$ cat src/design/clk_ctrl_pkg.sv
// Package of offsets, field layouts, reset values and timing constants
package clk_ctrl_pkg;
    localparam logic [11:0] OFS_IRQ_SET      = 12'h304;
    localparam logic [11:0] OFS_IRQ_CLR      = 12'h308;
    localparam logic [11:0] OFS_FAST_RUN     = 12'h408;
    localparam logic [11:0] OFS_FAST_STATE   = 12'h40c;
    localparam logic [11:0] OFS_SLOW_RUN     = 12'h414;
    localparam logic [11:0] OFS_SLOW_STATE   = 12'h418;
    localparam logic [11:0] OFS_SNAPSHOT     = 12'h41c;
    localparam logic [11:0] OFS_SRC_SELECT   = 12'h518;
    localparam logic [11:0] OFS_FAST_DEBOUNCE = 12'h528;
    localparam logic [11:0] OFS_SLOW_DEBOUNCE = 12'h52c;
    // Own registers: task triggers, event status, event clear, event inject
    localparam logic [11:0] OFS_TASKS        = 12'h600;
    localparam logic [11:0] OFS_EVT_STATUS   = 12'h604;
    localparam logic [11:0] OFS_EVT_CLEAR    = 12'h608;
    localparam logic [11:0] OFS_EVT_INJECT   = 12'h60c;

    localparam int N_EVT = 6;
    localparam int EVT_FAST_UP   = 0;
    localparam int EVT_SLOW_UP   = 1;
    localparam int EVT_CAL_DONE  = 2;
    localparam int EVT_CT_TO     = 3;
    localparam int EVT_CT_START  = 4;
    localparam int EVT_CT_STOP   = 5;

    localparam int TASK_FAST_START = 0;
    localparam int TASK_SLOW_START = 1;

    localparam int SEL_BYPASS_BIT   = 16;
    localparam int SEL_EXTERNAL_BIT = 17;

    localparam logic [1:0] SRC_RC    = 2'h0;
    localparam logic [1:0] SRC_XTAL  = 2'h1;
    localparam logic [1:0] SRC_SYNTH = 2'h2;

    localparam logic [N_EVT-1:0] IRQ_EN_RESET   = 6'h00;
    localparam logic [17:0]      SRC_SEL_RESET  = 18'h00000;
    localparam logic [1:0]       SNAPSHOT_RESET = 2'h0;
    localparam logic [7:0]       FAST_DEB_RESET = 8'h10;
    localparam logic [7:0]       SLOW_DEB_RESET = 8'h10;

    // Debounce unit is 16 us; power-up time of the fast crystal is assumed
    localparam int CLK_PERIOD_NS     = 100;
    localparam int DEB_UNIT_NS       = 16000;
    localparam int DEB_UNIT_CYC      = (DEB_UNIT_NS + CLK_PERIOD_NS - 1)
                                       / CLK_PERIOD_NS;
    localparam int FAST_POWERUP_NS   = 100000;
    localparam int FAST_POWERUP_CYC  = (FAST_POWERUP_NS + CLK_PERIOD_NS - 1)
                                       / CLK_PERIOD_NS;
    localparam int CNT_W = 20;
endpackage

$ cat src/design/osc_start_if.sv
// Interface between the register file and one oscillator start timer
`timescale 1ns/1ns
interface osc_start_if;
    logic                                 start;
    logic [clk_ctrl_pkg::CNT_W-1:0]       cycles;
    logic                                 running;
    logic                                 up_event;
    modport ctrl  (output start, output cycles, input running, input up_event);
    modport timer (input start, input cycles, output running, output up_event);
endinterface

$ cat src/design/osc_start_timer.sv
// Start timer: counts a settle time after a start and pulses an up event
`timescale 1ns/1ns
module osc_start_timer (
    input  wire logic   pclk,
    input  wire logic   presetn,
    osc_start_if.timer  tmr
);
    logic [clk_ctrl_pkg::CNT_W-1:0] count_q;
    logic                           busy_q;
    logic                           up_q;
    wire                            done = busy_q && (count_q <= 20'h00001);

    // A restart while busy reloads the count rather than stacking
    always_ff @(posedge pclk or negedge presetn) begin
        if (!presetn) begin
            count_q <= '0;
            busy_q  <= 1'b0;
            up_q    <= 1'b0;
        end else begin
            up_q <= done && !tmr.start;
            if (tmr.start) begin
                count_q <= tmr.cycles;
                busy_q  <= 1'b1;
            end else if (done) begin
                busy_q <= 1'b0;
            end else if (busy_q) begin
                count_q <= count_q - 20'h00001;
            end
        end
    end

    assign tmr.running  = busy_q;
    assign tmr.up_event = up_q;
endmodule

$ cat src/design/clock_source_select_status.sv
// Clock control register file: source select, run status, irq enables
//
// The APB slave port was left to the implementer.
`timescale 1ns/1ns
module clock_source_select_status (
    input  wire logic        pclk,
    input  wire logic        presetn,
    input  wire logic        psel,
    input  wire logic        penable,
    input  wire logic        pwrite,
    input  wire logic [11:0] paddr,
    input  wire logic [31:0] pwdata,
    output logic      [31:0] prdata,
    output logic             pready,
    output logic             pslverr,
    output logic      [1:0]  slow_source,
    output logic             slow_bypass,
    output logic             slow_external,
    output logic             irq
);
    osc_start_if fast_if ();
    osc_start_if slow_if ();

    logic [clk_ctrl_pkg::N_EVT-1:0] irq_en_q;
    logic [clk_ctrl_pkg::N_EVT-1:0] irq_en_d;
    logic [clk_ctrl_pkg::N_EVT-1:0] evt_q;
    logic [clk_ctrl_pkg::N_EVT-1:0] evt_d;
    logic [clk_ctrl_pkg::N_EVT-1:0] evt_hw;
    logic [1:0]                     src_q;
    logic                           bypass_q;
    logic                           external_q;
    logic [1:0]                     snap_q;
    logic                           fast_run_q;
    logic                           slow_run_q;
    logic [7:0]                     fast_deb_q;
    logic [7:0]                     slow_deb_q;
    logic [31:0]                    rdata_q;
    logic                           slow_src_q;

    // APB decode: zero wait states, access completes in its first cycle
    wire        acc        = psel && penable;
    wire        wr         = acc && pwrite;
    wire        rd         = acc && !pwrite;
    wire        hit_set    = paddr == clk_ctrl_pkg::OFS_IRQ_SET;
    wire        hit_clr    = paddr == clk_ctrl_pkg::OFS_IRQ_CLR;
    wire        hit_frun   = paddr == clk_ctrl_pkg::OFS_FAST_RUN;
    wire        hit_fstate = paddr == clk_ctrl_pkg::OFS_FAST_STATE;
    wire        hit_srun   = paddr == clk_ctrl_pkg::OFS_SLOW_RUN;
    wire        hit_sstate = paddr == clk_ctrl_pkg::OFS_SLOW_STATE;
    wire        hit_snap   = paddr == clk_ctrl_pkg::OFS_SNAPSHOT;
    wire        hit_src    = paddr == clk_ctrl_pkg::OFS_SRC_SELECT;
    wire        hit_fdeb   = paddr == clk_ctrl_pkg::OFS_FAST_DEBOUNCE;
    wire        hit_sdeb   = paddr == clk_ctrl_pkg::OFS_SLOW_DEBOUNCE;
    wire        hit_task   = paddr == clk_ctrl_pkg::OFS_TASKS;
    wire        hit_evt    = paddr == clk_ctrl_pkg::OFS_EVT_STATUS;
    wire        hit_eclr   = paddr == clk_ctrl_pkg::OFS_EVT_CLEAR;
    wire        hit_einj   = paddr == clk_ctrl_pkg::OFS_EVT_INJECT;
    wire        mapped     = hit_set | hit_clr | hit_frun | hit_fstate
                           | hit_srun | hit_sstate | hit_snap | hit_src
                           | hit_fdeb | hit_sdeb | hit_task | hit_evt
                           | hit_eclr | hit_einj;
    wire        aligned    = paddr[1:0] == 2'h0;
    wire        ok         = mapped && aligned;

    // Write masks per register; a one in a bit acts on that event only
    wire [5:0]  set_bits   = (wr && ok && hit_set)  ? pwdata[5:0] : 6'h00;
    wire [5:0]  clr_bits   = (wr && ok && hit_clr)  ? pwdata[5:0] : 6'h00;
    wire [5:0]  eclr_bits  = (wr && ok && hit_eclr) ? pwdata[5:0] : 6'h00;
    wire [5:0]  inj_bits   = (wr && ok && hit_einj) ? pwdata[5:0] : 6'h00;

    // Code 3 is not a source; it is kept out of the field
    wire [1:0]  src_next   = (pwdata[1:0] == 2'h3) ? src_q : pwdata[1:0];
    // Bypass and external bits of the select word
    wire        new_bypass = pwdata[clk_ctrl_pkg::SEL_BYPASS_BIT];
    wire        new_extern = pwdata[clk_ctrl_pkg::SEL_EXTERNAL_BIT];

    // Task strobes, one cycle each, from writes of one to the task register
    wire        fast_start = wr && ok && hit_task
                           && pwdata[clk_ctrl_pkg::TASK_FAST_START];
    wire        slow_start = wr && ok && hit_task
                           && pwdata[clk_ctrl_pkg::TASK_SLOW_START];

    // Only the crystal needs a debounce; RC and synth count one cycle
    wire        slow_xtal  = src_q == clk_ctrl_pkg::SRC_XTAL;
    wire [clk_ctrl_pkg::CNT_W-1:0] fast_cyc =
        20'(clk_ctrl_pkg::FAST_POWERUP_CYC
            + int'(fast_deb_q) * clk_ctrl_pkg::DEB_UNIT_CYC);
    wire [clk_ctrl_pkg::CNT_W-1:0] slow_cyc = slow_xtal ?
        20'(int'(slow_deb_q) * clk_ctrl_pkg::DEB_UNIT_CYC) : 20'h00001;

    assign fast_if.start  = fast_start;
    assign fast_if.cycles = fast_cyc;
    assign slow_if.start  = slow_start;
    assign slow_if.cycles = slow_cyc;

    osc_start_timer u_fast (
        .pclk    (pclk),
        .presetn (presetn),
        .tmr     (fast_if)
    );

    osc_start_timer u_slow (
        .pclk    (pclk),
        .presetn (presetn),
        .tmr     (slow_if)
    );

    // Hardware events; calibration events come only from the inject register
    // since the calibration logic lives outside this block
    assign evt_hw = {4'h0, slow_if.up_event, fast_if.up_event} | inj_bits;

    // Enable update: set register ORs ones in, disable register clears them
    assign irq_en_d = (irq_en_q | set_bits)
                    & ~clr_bits;

    // Sticky flags: a hardware set in the clearing cycle wins over the clear
    assign evt_d = (evt_q & ~eclr_bits) | evt_hw;

    assign irq = |(evt_q & irq_en_q);

    // Control registers
    always_ff @(posedge pclk or negedge presetn) begin
        if (!presetn) begin
            irq_en_q   <= clk_ctrl_pkg::IRQ_EN_RESET;
            evt_q      <= 6'h00;
            src_q      <= clk_ctrl_pkg::SRC_SEL_RESET[1:0];
            bypass_q   <= 1'b0;
            external_q <= 1'b0;
            fast_deb_q <= clk_ctrl_pkg::FAST_DEB_RESET;
            slow_deb_q <= clk_ctrl_pkg::SLOW_DEB_RESET;
        end else begin
            irq_en_q <= irq_en_d;
            evt_q    <= evt_d;
            if (wr && ok && hit_src) begin
                src_q      <= src_next;
                bypass_q   <= new_bypass;
                external_q <= new_extern;
            end
            if (wr && ok && hit_fdeb) begin
                fast_deb_q <= pwdata[7:0];
            end
            if (wr && ok && hit_sdeb) begin
                slow_deb_q <= pwdata[7:0];
            end
        end
    end

    // Run status and snapshot taken at the slow start task
    always_ff @(posedge pclk or negedge presetn) begin
        if (!presetn) begin
            fast_run_q <= 1'b0;
            slow_run_q <= 1'b0;
            snap_q     <= clk_ctrl_pkg::SNAPSHOT_RESET;
            slow_src_q <= 1'b0;
        end else begin
            if (fast_start) begin
                fast_run_q <= 1'b1;
            end
            if (slow_start) begin
                slow_run_q <= 1'b1;
                snap_q     <= src_q;
                slow_src_q <= 1'b1;
            end
        end
    end

    // Read mux; state registers show up in bit 16, fast running in bit 0, slow snapshot source in bits 1:0
    wire fast_up = fast_run_q && !fast_if.running;
    wire slow_up = slow_src_q && !slow_if.running;
    wire [31:0] rmux =
        (hit_set | hit_clr) ? {26'h0, irq_en_q} :
        hit_frun   ? {31'h0, fast_run_q} :
        hit_srun   ? {31'h0, slow_run_q} :
        hit_fstate ? {15'h0, fast_up, 15'h0, fast_if.running} :
        hit_sstate ? {15'h0, slow_up, 14'h0, snap_q} :
        hit_snap   ? {30'h0, snap_q} :
        hit_src    ? {14'h0, external_q, bypass_q, 14'h0, src_q} :
        hit_fdeb   ? {24'h0, fast_deb_q} :
        hit_sdeb   ? {24'h0, slow_deb_q} :
        hit_evt    ? {26'h0, evt_q} : 32'h0;

    // Read data registered in the setup cycle so it is stable in access
    always_ff @(posedge pclk or negedge presetn) begin
        if (!presetn) begin
            rdata_q <= 32'h0;
        end else if (psel && !penable && !pwrite) begin
            rdata_q <= ok ? rmux : 32'h0;
        end
    end

    assign prdata        = rdata_q;
    assign pready        = 1'b1;
    assign pslverr       = acc && !ok;
    assign slow_source   = src_q;
    assign slow_bypass   = bypass_q;
    assign slow_external = external_q;

    // Checks
    a_disable_clears: assert property (
        @(posedge pclk) disable iff (!presetn)
        wr && ok && hit_clr && pwdata[0] |=> !irq_en_q[0])
        else $error("enable bit survived a disable write");
    a_enable_sets: assert property (
        @(posedge pclk) disable iff (!presetn)
        wr && ok && hit_set && pwdata[1] |=> irq_en_q[1])
        else $error("enable write did not set the bit");
    a_fast_run_set: assert property (
        @(posedge pclk) disable iff (!presetn)
        fast_start |=> fast_run_q)
        else $error("fast run status not set by start");
    a_slow_run_set: assert property (
        @(posedge pclk) disable iff (!presetn)
        slow_start |=> slow_run_q)
        else $error("slow run status not set by start");
    // Run status has no stop task here, so once set it must stay set
    a_fast_run_holds: assert property (
        @(posedge pclk) disable iff (!presetn)
        fast_run_q |=> fast_run_q)
        else $error("fast run status dropped");
    a_slow_run_holds: assert property (
        @(posedge pclk) disable iff (!presetn)
        slow_run_q |=> slow_run_q)
        else $error("slow run status dropped");
    a_snapshot_take: assert property (
        @(posedge pclk) disable iff (!presetn)
        slow_start |=> snap_q == $past(src_q))
        else $error("snapshot did not capture source");
    a_snapshot_hold: assert property (
        @(posedge pclk) disable iff (!presetn)
        !slow_start |=> $stable(snap_q))
        else $error("snapshot changed without a start");
    a_source_legal: assert property (
        @(posedge pclk) disable iff (!presetn)
        src_q != 2'h3)
        else $error("source field holds an illegal code");
    a_bypass_write: assert property (
        @(posedge pclk) disable iff (!presetn)
        wr && ok && hit_src |=> slow_bypass == $past(new_bypass))
        else $error("bypass bit not written");
    a_slow_rc_fast: assert property (
        @(posedge pclk) disable iff (!presetn)
        slow_start && !slow_xtal |-> ##2 slow_if.up_event)
        else $error("slow up event late for non crystal source");
    a_fast_not_early: assert property (
        @(posedge pclk) disable iff (!presetn)
        fast_start |=> !fast_if.up_event [*8])
        else $error("fast up event came before settle time");
    // Enabling a flag that is already up must raise the interrupt
    a_irq_level: assert property (
        @(posedge pclk) disable iff (!presetn)
        wr && ok && hit_set && |(pwdata[5:0] & evt_q) |=> irq)
        else $error("irq stayed low with an enabled flag");
    a_flag_sticks: assert property (
        @(posedge pclk) disable iff (!presetn)
        evt_hw[0] |=> evt_q[0])
        else $error("event flag lost against a clear");
endmodule

$ cat config.mk
export PLATFORM = sky130hd
export DESIGN_NAME = clock_source_select_status
export DESIGN_NICKNAME = d
export VERILOG_FILES = /design/src/design/clk_ctrl_pkg.sv /design/src/design/osc_start_if.sv /design/src/design/osc_start_timer.sv /design/src/design/clock_source_select_status.sv
export SDC_FILE = /design/constraint.sdc
export NUM_CORES = 1
export LEC_CHECK = 0
export BUFFER_PORTS_ARGS = -buffer_cell sky130_fd_sc_hd__buf_2
export CAP_MARGIN = 20
export CORE_UTILIZATION = 30
export DETAILED_ROUTE_END_ITERATION = 6
export GPL_TIMING_DRIVEN = 0
export PLACE_DENSITY_LB_ADDON = 0.25
export SYNTH_ARGS = -nofsm -noshare
export SYNTH_HDL_FRONTEND = slang
export SYNTH_HIERARCHICAL = 1
export SYNTH_SLANG_ARGS = --single-unit
$ cat constraint.sdc
create_clock -name pclk -period 2.6 [get_ports pclk]
set_input_delay 0.39 -clock pclk [delete_from_list [all_inputs] [get_ports pclk]]
set_output_delay 0.39 -clock pclk [all_outputs]
set_load 0.02 [all_outputs]
# After elaboration in Yosys (flattened, before gate mapping)
# Index checks and enable logic that the tools add are counted.
[word_totals] regBits=112 in_bits=49 output_inout_bits=39 word_cells=129
[classes] addsub=3 mul=2 n_lt_le_gt_ge=2 n_eq_ne=18 mux=26 bitwise_logic=22 reduce_logical=39
[op_table] op="$eq 12x11->1 const B" n=12
[op_table] op="$mux 18" n=8
[op_table] op="$mux 20" n=6
[op_table] op="$le 20x1->1 const B" n=2
[op_table] op="$sub 20x1->20 const B" n=2
[op_table] op="$mux 6" n=5
[op_table] op="$eq 12x10->1 const B" n=2
[op_table] op="$logic_and 1x1->1" n=23
[op_table] op="$mul 8x3->11 const B" n=2
[op_table] op="$and 6x6->6" n=3
[op_table] op="$add 10x16->17 const A" n=1
[op_table] op="$mux 16" n=1
[op_table] op="$mux 8" n=2
[op_table] op="$or 1x1->1" n=13
[op_table] op="$not 6->6" n=2
[op_table] op="$or 6x6->6" n=2
[op_table] op="$reduce_bool 2->1" n=4
[op_table] op="$logic_not 1->1" n=7
[op_table] op="$or 2x6->6" n=1
[op_table] op="$reduce_and 2->1" n=3
[op_table] op="$reduce_or 6->1" n=1
[op_table] op="$mux 1" n=4
[op_table] op="$ne 2x1->1 const B" n=2
[op_table] op="$eq 2x1->1 const B" n=1
[op_table] op="other kinds (3)" n=3

# Logic depth before layout (Yosys ltp)
[logic_depth] depth_word=21 mapped_depth=14 ltp_nobuf=12

# By module
# Netlist, hierarchy kept.
[by_module_without_submodules] module="clock_source_select_status" n_inst=1 cells_per_inst=379 area_per_inst_um2=3557.2 seq_area_each_um2=1153.6
[by_module_without_submodules] module="osc_start_timer (u_fast)" n_inst=1 cells_per_inst=156 area_per_inst_um2=1425.1 seq_area_each_um2=550.5
[by_module_without_submodules] module="osc_start_timer (u_slow)" n_inst=1 cells_per_inst=161 area_per_inst_um2=1385.1 seq_area_each_um2=550.5

# Least setup slack after synthesis
# No wires, ideal clock.
[synth_timing] kind="register to register" from="reg fast_deb_q[1]" to="reg u_fast/count_q[15] (netlist name)" setup_ns=0.094 arrival_time_ns=2.691 t_required_ns=2.506 setup_slack_ns=-0.185 stages_incl_launch_ff=13 path_buffers=0 period_less_slack_ns=2.785 path_cell_list="dfrtp_1 ha_1 ha_1 inv_1 fa_1 xor2_1 a31oi_1 inv_1 or3_1 a211oi_1 a211o_1 nor2_1 a211oi_1"
[synth_between] elab_chain_cells=3
[synth_rtl] element="start: declaration" line="clock_source_select_status.sv:35" rtl="logic [7:0] fast_deb_q;"
[synth_rtl] element="start signal: assignment" line="clock_source_select_status.sv:129" rtl="fast_deb_q <= clk_ctrl_pkg::FAST_DEB_RESET;"
[synth_rtl] element="start signal: assignment" line="clock_source_select_status.sv:140" rtl="fast_deb_q <= pwdata[7:0];"
[synth_rtl] element="$mul 8x3->11" line="clock_source_select_status.sv:87" rtl="+ int'(fast_deb_q) * clk_ctrl_pkg::DEB_UNIT_CYC);"
[synth_rtl] element="$add 10x16->17" line="clock_source_select_status.sv:87"
[synth_rtl] element="via fast_cyc (one bit)" line="clock_source_select_status.sv:85" rtl="wire [clk_ctrl_pkg::CNT_W-1:0] fast_cyc ="
[synth_rtl] element="$mux 20" line="osc_start_timer.sv:21" rtl="if (tmr.start) begin"
[synth_rtl] element="end signal: assignment" line="osc_start_timer.sv:22" rtl="count_q <= tmr.cycles;"
[synth_rtl] element="end signal: assignment" line="osc_start_timer.sv:27" rtl="count_q <= count_q - 20'h00001;"
[synth_rtl] element="end: declaration" line="osc_start_timer.sv:8" rtl="logic [clk_ctrl_pkg::CNT_W-1:0] count_q;"
# The timed path passes the listed nets, and every way through them passes these cells.
# A chain may end at the register's enable or synchronous reset.

# Worst setup path after layout
[layout_timing] from="reg fast_deb_q[3]" to="reg u_fast/count_q[15] (netlist name)"
# The elaborated chain is that of the path after synthesis.

==> summary.md <==
| Metric | Value |
|---|---|
| Status | `finished, violations left` |
| Failing checks | `setup timing` |
| Most crowded layer after global routing | `met2` |
| Initial antenna violation count | `0` |
| Crit Reg-Reg Endpoint | `u_fast/count_q[15]$_DFFE_PN0P_` |
| Via count | `about 5,400` |
| Vias in the first global route | `between 5,000 and 6,000` |
| Yosys top cell area share | `between 30% and 40%` |
| Detail Route Antenna Nets | `0` |
| R2R setup slack | `-0.18 ns` |
| Grt total ovfl | `0` |
| PwrDens | `between 400 and 500 nW/um^2` |
| IO buf count | `41` |
| Register-to-Register Path Depth | `13` |
| Clk_skew | `0.0108 ns` |
| Largest net degree at the start of global routing | `between 50 and 60` |
| GR Util met3 | `2.72%` |
| Post-placement cell count | `approximately 1,000` |
| Ys flop type | `dfrtp_1` |
| Clock sink count | `90` |
| 1st-iter DRT viols | `around 230` |
| Total Routed Length | `17,000 um` |
| CP max FO | `3` |
| Mapped Avg Cell Area | `approximately 9.1 sq um` |
| Root buffer cell | `clkbuf_16` |
| VDD IR max | `roughly 0.33 mV` |
| Final worst path period share | `107%` |
| Placer congestion estimate | `roughly 0.84` |
| Die area | `21,800 sq um` |
| Core Area | `~20,000 sq um` |
| GRT met1 Usage | `between 20% and 30%` |
| Synth area leaders | `dfrtp_1 (35%), ha_1 (5.7%), a21oi_1 (3.9%), nor2_1 (3.7%), mux2_2 (3.0%)` |
| WL per Instance | `15.8 um` |
| Max-Cap Viols | `0` |
| Slew margin rel. | `between 50% and 60%` |
| Ratio of cells with drive above 1 in the final layout | `24.5%` |
| Setup ws final | `-0.175 ns` |
| Design Power | `3.11 mW` |
| Crit path capture type | `register` |
| Setup total negative slack | `-0.364 ns` |
| Synth cell count leaders | `dfrtp_1 (88), nor2_1 (63), nand2_1 (50), a21oi_1 (49), o21ai_0 (34)` |
| Worst Max-Slew Pin Slew | `around 0.70 ns` |
| RSZ-0062 raised after global routing | `true` |
| Post-DP Area | `between 7000 and 8000 sq um` |
| Worst-path cell chain | `ha_1, ha_2, inv_2, fa_2, nor2b_4, buf_4, o311ai_4, nor4b_4, a2111oi_2, nor3_1, a211o_1, nor2_1, a211oi_1` |
| Met2 usage | `a little over a quarter` |
| Hold Path Class | `input port to async pin` |
| Post-route insts no fill | `1,075` |
| Slowest CP cell | `dfrtp_1` |
| Clk_lat worst skew | `about 0.35 ns` |
| Number of top-level pins | `88` |
| Synth async-reset ratio | `100%` |
| Chip Height | `around 150 um` |
| First drt pass iteration count | `4` |
| CP required | `2.80 ns` |
| Lkg Pwr | `between 3 and 4 nW` |
| Post-synth EDFFs | `0` |
| Period minus WS final | `around 2.8 ns` |
| Synthesized flop and latch total | `90` |
| Initial Util | `31.1%` |
| Crit-path leading delay family | `adder cells` |
| Pre-CTS WS | `-0.541 ns` |
| Core Util, Final | `37.4%` |
| Final Setup Violations | `3` |
| Antenna Cells | `0` |
| Achievable frequency | `approximately 360 MHz` |
| Width of the die | `~150 um` |
| Slew Limit Fails | `0` |
| Clock Tree Buf Depth | `2` |
| Post-synthesis sequential area ratio | `between 30% and 40%` |
| Mapped cell area | `about 6400 sq um` |
| WP data arrival | `2.98 ns` |
| CTS tree | `built` |
| Final instance area | `about 7700 sq um` |
| Post-DP HPWL | `about 13,000 um` |
| Buf+Inv Stages, Crit Path | `2` |
| Crit path launch type | `register` |
| Reg2reg start | `fast_deb_q[3]$_DFFE_PN0P_` |
| Cell variety after synth | `87` |
| Cell taking the most area after synthesis | `dfrtp_1` |
| YS warnings | `6` |
| Count leader, synth | `dfrtp_1` |
| Final hold vios | `0` |
| Drt drc | `0` |
| Largest stage delay, worst path | `0.40 ns` |
| Rows | `52` |
| WS Path Type | `register to register` |
| Clock-pin slew on the worst setup and hold paths | `0.06 ns` |
| Syn-to-layout area delta | `20.5%` |
| H-tree level count | `3` |
| Final nets | `880` |
| First-pass GRT wire length | `between 20,000 and 30,000 um` |
| Synthesized netlist cell count | `696` |
| Drt via density | `around 5` |
| Hold Slack | `about 0.011 ns` |
| Total CTS buffers | `9` |
| Global-route usage over all layers | `roughly 16%` |
-- cell usage in the layout, fill, tap and decap left out, types with 5 or more instances in the layout --
cell / netlist / final
o21ai_0: 34 / 33
nand4_1: 11 / 11
xnor2_1: 13 / 12
buf_4: 25 / 40
clkbuf_16: 0 / 9
mux2_4: 8 / 8
a31oi_1: 6 / 5
ha_1: 29 / 27
or4_1: 6 / 6
nor3_1: 19 / 19
a211oi_1: 9 / 7
nor3b_1: 6 / 6
mux2_2: 17 / 17
nand2_1: 50 / 50
inv_1: 29 / 28
nor2_1: 63 / 63
a22oi_1: 11 / 11
a21o_1: 6 / 6
a21oi_1: 49 / 45
nand3_1: 18 / 18
nand2b_1: 6 / 6
nand3b_1: 6 / 6
xor2_1: 10 / 9
or3_1: 6 / 5
nor2b_1: 10 / 8
o21ai_1: 6 / 7
nor4_1: 12 / 11
buf_6: 4 / 6
buf_2: 4 / 43
clkbuf_1: 14 / 10
conb_1: 2 / 40
and2_1: 8 / 7
and3_1: 5 / 5
dfrtp_1: 88 / 86
-- flip-flops by register name, summed over array words and instances (netlist names) --
| signal | count |
|---|---|
| u_fast/tmr.running | 1 |
| slow_deb_q | 8 |
| u_slow/count_q | 20 |
| irq_en_q | 6 |
| u_slow/tmr.running | 1 |
| slow_run_q | 1 |
| slow_bypass | 1 |
| u_fast/tmr.up_event | 1 |
| fast_deb_q | 8 |
| snap_q | 2 |
| fast_run_q | 1 |
| slow_external | 1 |
| prdata | 10 |
| u_slow/tmr.up_event | 1 |
| evt_q | 6 |
| slow_source | 2 |
| u_fast/count_q | 20 |
-- final cells by class --
type	count	area, sq um
clock buffer	10	239
timing repair buffer	57	352
tap	270	338
multi-input combinational	563	3980
fill	2110	12800
sequential	90	2260
inverter	31	116
buffer	48	322
clock inverter	6	66.3
-- where the power goes --
group          switching, mW  leakage, nW  internal (mW)
clock                  0.583        0.141          0.772
combinational          0.195         2.07          0.116
sequential            0.0277         1.16           1.42
total                  0.806         3.37           2.30
-- how the worst max path moves through the flow --
stage,end,slack [ns],cells after the start,from
final,u_fast/count_q[15]$_DFFE_PN0P_,-0.18,13,fast_deb_q[3]$_DFFE_PN0P_
after global routing,u_fast/count_q[15]$_DFFE_PN0P_,-0.31,12,fast_deb_q[3]$_DFFE_PN0P_
after CTS,u_fast/count_q[15]$_DFFE_PN0P_,-0.23,12,fast_deb_q[3]$_DFFE_PN0P_
after detailed placement,u_fast/count_q[17]$_DFFE_PN0P_,-0.54,14,penable
after global placement,u_fast/count_q[17]$_DFFE_PN0P_,-0.58,14,penable
after floorplan,u_fast/count_q[15]$_DFFE_PN0P_,-0.12,11,fast_deb_q[1]$_DFFE_PN0P_
-- kinds of logic (layout without fill, tap and decap cells) --
| group | count (synthesis) | in the layout | synth area share [%] |
|---|---|---|---|
| muxes | 27 | 27 | 5.21 |
| adders and majority gates | 31 | 31 | 6.33 |
| and+or+nand+nor | 267 | 267 | 24.7 |
| buffers and inverters | 81 | 152 | 6.88 |
| xor gates and xnor gates | 23 | 23 | 3.16 |
| AOI/OAI and AO/OA | 175 | 175 | 18.2 |
| DFF | 90 | 90 | 35.4 |
| other | 2 | 40 | 0.118 |
-- metal layers --
metal	wire [um]	vias up
met5	0	-
met4	178	0
met1	7940	2633
met2	8330	79
met3	530	12
li1	-	2709
-- worst register-to-register path: cells and delay by family, from the launching register on --
family,cells,cell delay (ns)
adder cells (fa/ha/maj),3,0.87
AO/OA/AOI/OAI,4,0.71
buffers and inverters,2,0.16
flip-flops,1,0.40
AND/OR/NAND/NOR,4,0.50
-- what timing repair did --
| action | CTS | global route |
|---|---|---|
| gates resized for setup | 18 | 19 |
| pin swaps | 13 | 9 |
| buffers inserted | 8 | 7 |
| hold buffers | 0 | 0 |
| setup endpoints to repair | 17 | 38 |
No activity file was read; power rests on OpenSTA's default activity.
